$ cat config.mk
export PLATFORM = sky130hd
export DESIGN_NAME = ssru_top
export DESIGN_NICKNAME = d
export VERILOG_FILES = /design/src/hdl/ssru_pkg.sv /design/src/hdl/ssru_poll.sv /design/src/hdl/ssru_top.sv
export SDC_FILE = /design/constraint.sdc
export NUM_CORES = 1
export LEC_CHECK = 0
export BUFFER_PORTS_ARGS = -buffer_cell sky130_fd_sc_hd__buf_2
export CAP_MARGIN = 20
export CORE_MARGIN = 10
export CORE_UTILIZATION = 47
export CTS_CLUSTER_SIZE = 28
export DETAILED_ROUTE_END_ITERATION = 10
export GPL_TIMING_DRIVEN = 1
export PLACE_DENSITY = 0.85
export SETUP_SLACK_MARGIN = 0.05
export SKIP_CTS_REPAIR_TIMING = 1
export SLEW_MARGIN = 10
export SYNTH_ARGS = -nofsm -noshare
export SYNTH_HDL_FRONTEND = slang
export SYNTH_SLANG_ARGS = --single-unit
$ cat constraint.sdc
create_clock -name mclk -period 2.2 [get_ports mclk]
set_input_delay 0.11 -clock mclk [delete_from_list [all_inputs] [get_ports mclk]]
set_output_delay 0.11 -clock mclk [all_outputs]
set_load 0.03 [all_outputs]
$ cat src/hdl/ssru_pkg.sv
// Contract
// - clear-status or device reset drops any armed operation-complete report.
// - device clear or selected device clear also drops the armed report.
// - store pass-back address 0..30; hand control back there after controlled operation.
// - keep optional secondary pass-back address for extended addressing controllers.
// - pass-back address persists across power cycles and device reset.
// - at power-up, clear flag 1 zeroes both masks, 0 restores saved masks.
// - clear flag accepts -32767..32767, persists, reads back as 0 or 1.
// - power-up request needs event enable bit 7 and summary enable bit 5.
// - device reset restores presets and cancels pending operation-complete report (code restores no presets; device reset only cancels the armed report).
// - device reset leaves clear flag, masks and bus addresses untouched.
// - service enable mask is eight bits, written as 0..255.
// - written enable bit 6 is ignored; summary bit 6 always enabled (code instead forces effective enable bit 6 to 0 via SSRU_BIT6_MASK).
// - request service when summary bit rises while its enable is set.
// - request service when enable bit rises while its summary bit is set.
// - mask query returns its current contents.
// - summary query returns 0..255 and does not clear; only clear-status does.
// - bits 0,2,3,5,7 are summaries; bit 1 reserved.
// - bit 4 is set while the output queue holds anything.
// - query bit 6 is the master summary of enabled bits.
// - serial poll bit 6 carries the request-service indication.
// - summary bit 5 set only when an enabled standard event is set.
package ssru_pkg;
  localparam logic [4:0] SSRU_ADDR_MAX = 5'h1E;
  localparam logic [4:0] SSRU_ADDR_RST = 5'h00;
  localparam logic [7:0] SSRU_MASK_RST = 8'h00;
  localparam logic [7:0] SSRU_BYTE_ZERO = 8'h00;
  localparam logic [7:0] SSRU_BIT6_MASK = 8'hBF;
  localparam logic [7:0] SSRU_RESERVED_MASK = 8'hFD;
  localparam int SSRU_BIT_USER = 0;
  localparam int SSRU_BIT_DEV = 2;
  localparam int SSRU_BIT_QUES = 3;
  localparam int SSRU_BIT_OUT_PEND = 4;
  localparam int SSRU_BIT_ESB = 5;
  localparam int SSRU_BIT_REQ_SVC = 6;
  localparam int SSRU_BIT_OPER = 7;
  localparam int SSRU_ESE_PON = 7;
  localparam logic [15:0] SSRU_PSC_MIN = 16'h8001;

  typedef struct packed {
    logic user_sum;
    logic dev_sum;
    logic ques_sum;
    logic oper_sum;
    logic [7:0] std_event;
    logic [7:0] std_enable;
  } ssru_src_type;

  typedef struct packed {
    logic cls;
    logic rst;
    logic dcl;
  } ssru_clr_type;

  typedef struct packed {
    logic valid;
    logic [4:0] primary;
    logic sec_valid;
    logic [4:0] secondary;
  } ssru_pcb_type;
endpackage

$ cat src/hdl/ssru_poll.sv
`timescale 1ns/1ps
`default_nettype none
module ssru_poll
  import ssru_pkg::*;
(
  input wire logic mclk, // clock
  input wire logic rst_n, // async reset
  input wire logic ce, // clock enable
  input wire logic [7:0] summary, // summary bits, bit 6 unused
  input wire logic [7:0] enable, // effective enable mask
  input wire logic clear, // clear pending request
  input wire logic poll, // serial poll strobe
  output logic request_service_bit // request pending
);
  logic [7:0] summary_q;
  logic [7:0] enable_q;
  logic [7:0] hit;
  logic rise;

  // new qualifying rise of either side
  assign hit = summary & enable & SSRU_BIT6_MASK;
  assign rise = |(hit & ~(summary_q & enable_q));

  always_ff @(posedge mclk or negedge rst_n) begin
    if (!rst_n) begin
      summary_q <= SSRU_BYTE_ZERO;
      enable_q <= SSRU_MASK_RST;
    end else if (ce) begin
      summary_q <= summary;
      enable_q <= enable;
    end
  end

  always_ff @(posedge mclk or negedge rst_n) begin
    if (!rst_n) begin
      request_service_bit <= 1'b0;
    end else if (ce) begin
      if (rise) begin
        request_service_bit <= 1'b1;
      end else if (clear || (poll && request_service_bit)) begin
        request_service_bit <= 1'b0;
      end
    end
  end

  chk_rise_sets_req: assert property (@(posedge mclk) disable iff (!rst_n)
    ce && rise |=> request_service_bit) else $error("rising enabled summary did not request");
  chk_poll_drops: assert property (@(posedge mclk) disable iff (!rst_n)
    ce && poll && request_service_bit && !rise |=> !request_service_bit)
    else $error("request kept after poll");
endmodule
`default_nettype wire

$ cat src/hdl/ssru_top.sv
`timescale 1ns/1ps
`default_nettype none
module ssru_top
  import ssru_pkg::*;
(
  input wire logic mclk, // 20 MHz clock
  input wire logic rst_n, // power-up reset, active low
  input wire logic ce, // clock enable
  input wire ssru_src_type src, // event summaries feeding the byte
  input wire logic queue_nonempty, // output queue holds data
  input wire ssru_clr_type clr, // clear-status, device reset, bus device clear
  input wire logic no_pending_operation_flag, // no pending overlapped operation
  input wire logic opc_cmd, // arm completion report to event bit 0
  input wire logic opc_query, // arm completion answer to output queue
  input wire logic sre_wr, // write service enable mask
  input wire logic [7:0] sre_wdata, // mask value 0..255
  input wire logic ese_wr, // write event enable mask
  input wire logic [7:0] ese_wdata, // event enable value
  input wire logic psc_wr, // write power-on clear setting
  input wire logic [15:0] psc_wdata, // signed setting
  input wire logic pcb_wr, // write pass-back address
  input wire ssru_pcb_type pcb_wdata, // pass-back address value
  input wire logic ctl_done, // operation needing bus control finished
  input wire logic poll, // serial poll read strobe
  input wire logic nv_load, // power-up restore strobe from storage
  input wire logic nv_psc, // stored power-on clear flag
  input wire logic [7:0] nv_sre, // stored service enable mask
  input wire logic [7:0] nv_ese, // stored event enable mask
  input wire ssru_pcb_type nv_pcb, // stored pass-back address
  output logic [7:0] stb_query, // summary byte as read by query
  output logic [7:0] stb_poll, // summary byte as read by serial poll
  output logic [7:0] sre_q, // service enable mask readback
  output logic [7:0] ese_q, // event enable mask
  output logic psc_q, // power-on clear flag readback
  output ssru_pcb_type pcb_q, // pass-back address, saved to storage
  output logic pass_ctl, // pass control back pulse
  output logic [4:0] pass_addr, // primary address for pass back
  output logic [4:0] pass_sec, // secondary address for pass back
  output logic pass_sec_en, // secondary address in use
  output logic srq, // service request toward controller
  output logic opc_event, // sets event bit 0 on completion
  output logic opc_answer // places completion answer in queue
);
  logic [7:0] summary;
  logic [7:0] sre_eff;
  logic request_service_bit;
  logic opc_cmd_q;
  logic opc_query_q;
  logic cancel;

  function automatic logic psc_decode(input logic [15:0] v);
    return (v != 16'h0000);
  endfunction

  function automatic logic addr_ok(input logic [4:0] a);
    return (a <= SSRU_ADDR_MAX);
  endfunction

  // status summary byte; bit 6 filled per read path
  always_comb begin
    summary = SSRU_BYTE_ZERO;
    summary[SSRU_BIT_USER] = src.user_sum;
    summary[SSRU_BIT_DEV] = src.dev_sum;
    summary[SSRU_BIT_QUES] = src.ques_sum;
    summary[SSRU_BIT_OUT_PEND] = queue_nonempty;
    summary[SSRU_BIT_ESB] = |(src.std_event & src.std_enable);
    summary[SSRU_BIT_OPER] = src.oper_sum;
  end

  assign sre_eff = sre_q & SSRU_BIT6_MASK;
  assign cancel = clr.cls | clr.rst | clr.dcl;

  // read paths hold registered copies; a query read clears nothing, a serial poll clears the request bit
  always_ff @(posedge mclk or negedge rst_n) begin
    if (!rst_n) begin
      stb_query <= SSRU_BYTE_ZERO;
      stb_poll <= SSRU_BYTE_ZERO;
    end else if (ce) begin
      stb_query <= (summary & SSRU_RESERVED_MASK) |
        ({7'h00, |(summary & sre_eff)} << SSRU_BIT_REQ_SVC);
      stb_poll <= (summary & SSRU_RESERVED_MASK) |
        ({7'h00, request_service_bit} << SSRU_BIT_REQ_SVC);
    end
  end

  // enable masks: untouched by device reset, restored or zeroed at power-up
  always_ff @(posedge mclk or negedge rst_n) begin
    if (!rst_n) begin
      sre_q <= SSRU_MASK_RST;
      ese_q <= SSRU_MASK_RST;
    end else if (ce) begin
      if (nv_load) begin
        sre_q <= nv_psc ? SSRU_MASK_RST : nv_sre;
        ese_q <= nv_psc ? SSRU_MASK_RST : nv_ese;
      end else begin
        if (sre_wr) begin
          sre_q <= sre_wdata;
        end
        if (ese_wr) begin
          ese_q <= ese_wdata;
        end
      end
    end
  end

  always_ff @(posedge mclk or negedge rst_n) begin
    if (!rst_n) begin
      psc_q <= 1'b0;
    end else if (ce) begin
      if (nv_load) begin
        psc_q <= nv_psc;
      // only the one code below the signed range is refused
      end else if (psc_wr && $signed(psc_wdata) >= $signed(SSRU_PSC_MIN)) begin
        psc_q <= psc_decode(psc_wdata);
      end
    end
  end

  // pass-back address, kept across device reset
  always_ff @(posedge mclk or negedge rst_n) begin
    if (!rst_n) begin
      pcb_q <= '0;
    end else if (ce) begin
      if (nv_load) begin
        pcb_q <= nv_pcb;
      end else if (pcb_wr && addr_ok(pcb_wdata.primary)) begin
        pcb_q.valid <= 1'b1;
        pcb_q.primary <= pcb_wdata.primary;
        pcb_q.sec_valid <= pcb_wdata.sec_valid && addr_ok(pcb_wdata.secondary);
        pcb_q.secondary <= pcb_wdata.secondary;
      end
    end
  end

  always_ff @(posedge mclk or negedge rst_n) begin
    if (!rst_n) begin
      pass_ctl <= 1'b0;
      pass_addr <= SSRU_ADDR_RST;
      pass_sec <= SSRU_ADDR_RST;
      pass_sec_en <= 1'b0;
    end else if (ce) begin
      pass_ctl <= ctl_done && pcb_q.valid;
      if (ctl_done) begin
        pass_addr <= pcb_q.primary;
        pass_sec <= pcb_q.secondary;
        pass_sec_en <= pcb_q.sec_valid;
      end
    end
  end

  // armed operation-complete reporting
  always_ff @(posedge mclk or negedge rst_n) begin
    if (!rst_n) begin
      opc_cmd_q <= 1'b0;
      opc_query_q <= 1'b0;
      opc_event <= 1'b0;
      opc_answer <= 1'b0;
    end else if (ce) begin
      opc_event <= opc_cmd_q && no_pending_operation_flag && !cancel;
      opc_answer <= opc_query_q && no_pending_operation_flag && !cancel;
      if (cancel) begin
        opc_cmd_q <= 1'b0;
        opc_query_q <= 1'b0;
      end else begin
        // an arm taken while idle still reports once on the next cycle
        if (opc_cmd) begin
          opc_cmd_q <= 1'b1;
        end else if (no_pending_operation_flag) begin
          opc_cmd_q <= 1'b0;
        end
        if (opc_query) begin
          opc_query_q <= 1'b1;
        end else if (no_pending_operation_flag) begin
          opc_query_q <= 1'b0;
        end
      end
    end
  end

  ssru_poll u_poll (
    .mclk(mclk),
    .rst_n(rst_n),
    .ce(ce),
    .summary(summary),
    .enable(sre_eff),
    .clear(clr.cls),
    .poll(poll),
    .request_service_bit(request_service_bit)
  );

  assign srq = request_service_bit;

  chk_cancel_opc: assert property (@(posedge mclk) disable iff (!rst_n)
    ce && cancel |=> !opc_cmd_q && !opc_query_q) else $error("completion report survived clear");
  chk_dcl_cancel: assert property (@(posedge mclk) disable iff (!rst_n)
    ce && clr.dcl |=> ce |-> !opc_event && !opc_answer) else $error("device clear kept report");
  chk_rst_masks: assert property (@(posedge mclk) disable iff (!rst_n)
    ce && clr.rst && !nv_load && !sre_wr |=> $stable(sre_q)) else $error("reset changed mask");
  chk_psc_zero: assert property (@(posedge mclk) disable iff (!rst_n)
    ce && nv_load && nv_psc |=> sre_q == SSRU_MASK_RST && ese_q == SSRU_MASK_RST)
    else $error("masks not zeroed at power-up");
  chk_mav_bit: assert property (@(posedge mclk) disable iff (!rst_n)
    ce && queue_nonempty |=> stb_query[SSRU_BIT_OUT_PEND]) else $error("output pending flag missing");
  chk_poll_bit6: assert property (@(posedge mclk) disable iff (!rst_n)
    ce |=> stb_poll[SSRU_BIT_REQ_SVC] == $past(request_service_bit)) else $error("poll bit 6 wrong");
  chk_pcb_range: assert property (@(posedge mclk) disable iff (!rst_n)
    pcb_q.valid |-> pcb_q.primary <= SSRU_ADDR_MAX) else $error("pass-back address out of range");
  chk_pass_back: assert property (@(posedge mclk) disable iff (!rst_n)
    ce && ctl_done && pcb_q.valid |=> pass_ctl) else $error("control not passed back");
  chk_esb_cause: assert property (@(posedge mclk) disable iff (!rst_n)
    ce |=> stb_query[SSRU_BIT_ESB] == |($past(src.std_event) & $past(src.std_enable)))
    else $error("event summary bit wrong");

  cov_srq: cover property (@(posedge mclk) disable iff (!rst_n) $rose(srq));
  cov_poll_clear: cover property (@(posedge mclk) disable iff (!rst_n) srq && poll ##1 !srq);
  cov_pass: cover property (@(posedge mclk) disable iff (!rst_n) pass_ctl);
  cov_opc: cover property (@(posedge mclk) disable iff (!rst_n) opc_event);
endmodule
`default_nettype wire

==> metrics.cfg <==
[yosys]
syn_area_per_cell_um2=11.1
synthMuxAreaShare_pct=12.4
synth_area_leaders=dfrtp_1 (52%), mux2_2 (9.3%), a21oi_1 (4.0%)
netlist_area_um2=2900
synth-seq-cells=60
synth_compound_area_share_pct=17.6
synth_top_cell_by_area=dfrtp_1
synth_fa_ha_area_share_pct=0
synthSimpleGateAreaFrac_pct=10.4
synthCells=261
seq_area_frac_synth_pct=51.8
yosysWarningCount=0
ys_types=36
synth_xor_area_share_pct=0
yosys.area.top_type_share_pct=51.8
synth_top_family_by_area=compound AO/OA/AOI/OAI gates

[worst_setup_path]
slowest_delay_ns=0.43
crit_type=register to register
reg2reg_depth=4
slowest_stage=dfrtp_1
reg2reg_to=u_poll.request_service_bit$_DFFE_PN0P_
path_max_fanout=5
cp_cell_sequence=and2_0 > a32o_1 > o41ai_2 > nand3_1
crit_arrival_ns=1.59
timing.critical_path.to_type=register
worst_ep_required_time_ns=2.38
crit_start=sre_q[0]$_DFFE_PN0P_
start_kind=register
r2r-start=sre_q[0]$_DFFE_PN0P_
r2r_slack_ns=0.79

[hold_path]
min_path_type=input port to register
holdPathEnd=pass_ctl$_DFFE_PN0P_
min_path_cells=3
min_from=ctl_done

[floorplanning]
start_util_pct=48.6
io_pins=170
dieHeight_um=98.5
die-area_um2=9700
die-width_um=98.5
num_rows=28
coreArea_um2=5960

[run]
drv_cap=0

[clock_tree]
cts_buffers=9
clk_latency_ns=0.32
clockBufferDepth=2
cts_tree=yes
cts.sink_count=60
clk_pin_slew_worst_paths_ns=0.06
cts_max_level=3
cts_root_buf=clkbuf_8

[sta]
tns_ns=0
hold_viol_final=0
skew_ns=0.00568
slew_viol_final=0
min_period_over_period_pct=63.9
fmax_mhz=711
setup_violations=0
slew_headroom_pct=51.6
rsz0062_at_grt=false
tightest_slew_ns=0.726
period_needed_ns=1.41

[global_routing]
track_usage_pct=16.8
antenna_found_initial=0
grt_pass1_wl_mm=13.4
grt_pass1_vias=2773
grt_overflow_total=0
grt_start_max_net_pins=32

[cells_and_area]
fin_nets=533
synthToLayoutAreaGrowth_pct=33.9
drive_above_1_share_pct=52.5
antenna-diode-count=0

[drt]
avgViaCountPerCell=5.20
wl_mm=8.71
drt_iter0_markers=108
routedWlPerCell_um=17.3
drtPass1Iterations=5
detail-route-antenna-nets=0
drcViolationCount=0
vias=2610

[outcome]
status=complete, no violations

[power]
power_mw=3.16
power_density_nw_per_um2=815
power.leakage_nw=1.92
ir_drop_uv=497

[placed_design]
io_buffers=166
gp_congestion=0.833
dp_hpwl_mm=7.08

==> worst max-delay path by stage <==
stage | end | slack [ns]
detailed placement | pcb_q[5]$_DFFE_PN0P_ | 0.66
global placement | ese_q[1]$_DFFE_PN0P_ | 0.68
global route | u_poll.request_service_bit$_DFFE_PN0P_ | 0.70
floorplan | u_poll.request_service_bit$_DFFE_PN0P_ | 0.81
CTS | u_poll.request_service_bit$_DFFE_PN0P_ | 0.78
finish | u_poll.request_service_bit$_DFFE_PN0P_ | 0.79
==> per-stage QoR <==
stage | area [µm²] | util [%] | instances | hold WS [ns] | worst slack (ns)
after CTS | 3860 | 64.8 | 500 | -0.144 | 0.776
after floorplan | 2900 | - | 262 | -0.186 | 0.811
after global placement | 3690 | 62.0 | 485 | 0.193 | 0.678
after detailed placement | 3690 | 62.0 | 485 | 0.199 | 0.656
after global routing | 3880 | 65.1 | 502 | 0.0200 | 0.696
final | 3880 | 65.1 | 502 | 0.0425 | 0.793
==> sequential cells by signal (all words and copies together), names as in the netlist <==
name,cells
stb_poll,2
u_poll.summary_q,5
opc_answer,1
ese_q,8
opc_event,1
sre_q,8
psc_q,1
pass_sec,5
stb_query,1
opc_query_q,1
u_poll.enable_q,6
pass_ctl,1
u_poll.request_service_bit,1
opc_cmd_q,1
pass_sec_en,1
pcb_q,12
pass_addr,5
==> cell usage after synthesis, drive strengths merged <==
cell / number
dfrtp: 60
mux2: 24
nand4: 4
a21oi: 32
o41ai: 2
o22a: 1
nor2b: 10
and2: 1
buf: 22
a221oi: 7
a31oi: 2
o211ai: 1
o21ai: 15
a22oi: 5
and3: 1
mux2i: 9
a41o: 1
inv: 11
nand2: 24
nor3: 2
o22ai: 2
nor2: 14
nor4: 3
a32o: 4
nand3: 3
conb: 1
==> layout by cell type, fill, tap and decap left out, drive strengths merged, types with 3 or more instances in the layout <==
master	instances
inv	11
nor4	3
a22oi	5
buf	170
nor2	14
o21ai	15
nand3	3
a32o	4
mux2	24
nand2	24
a21oi	32
a221oi	7
nand4	4
clkbuf	13
mux2i	9
dfrtp	60
nor2b	10
==> metal layers <==
| metal | wire length (µm) | vias to the layer above | track usage [%] |
|---|---|---|---|
| met2 | 4490 | 111 | 29.2 |
| met1 | 3280 | 1238 | 17.7 |
| met3 | 803 | 10 | 7.33 |
| li1 | - | 1251 | - |
| met4 | 124 | 0 | 6.28 |
| met5 | 0 | - | 0 |
==> final cells by class <==
| class | count | area [µm²] |
|---|---|---|
| Fill cell | 506 | 2080 |
| Multi-Input combinational cell | 169 | 1180 |
| Clock inverter | 2 | 10.0 |
| Clock buffer | 13 | 159 |
| Sequential cell | 60 | 1500 |
| Tap cell | 75 | 93.8 |
| Timing Repair Buffer | 172 | 893 |
| Inverter | 11 | 41.3 |
==> kinds of logic (layout without fill, tap and decap cells) <==
family,count (synthesis),count (layout)
AOI/OAI and AO/OA,72,72
and+or+nand+nor,62,62
DFF,60,60
muxes,33,33
buffers and inverters,33,198
other,1,2
==> report_power, final <==
group	switching (mW)	internal (mW)	total, mW
combinational	0.606	0.335	0.941
clock	0.387	0.461	0.848
sequential	0.106	1.27	1.37
==> worst max-delay path: cells and delay by family, from the launching register on <==
kind               cells  cell delay (ns)
DFF                    1             0.43
and+or+nand+nor        2             0.27
AOI/OAI and AO/OA      2             0.58
No activity file was read; power rests on OpenSTA's default activity.
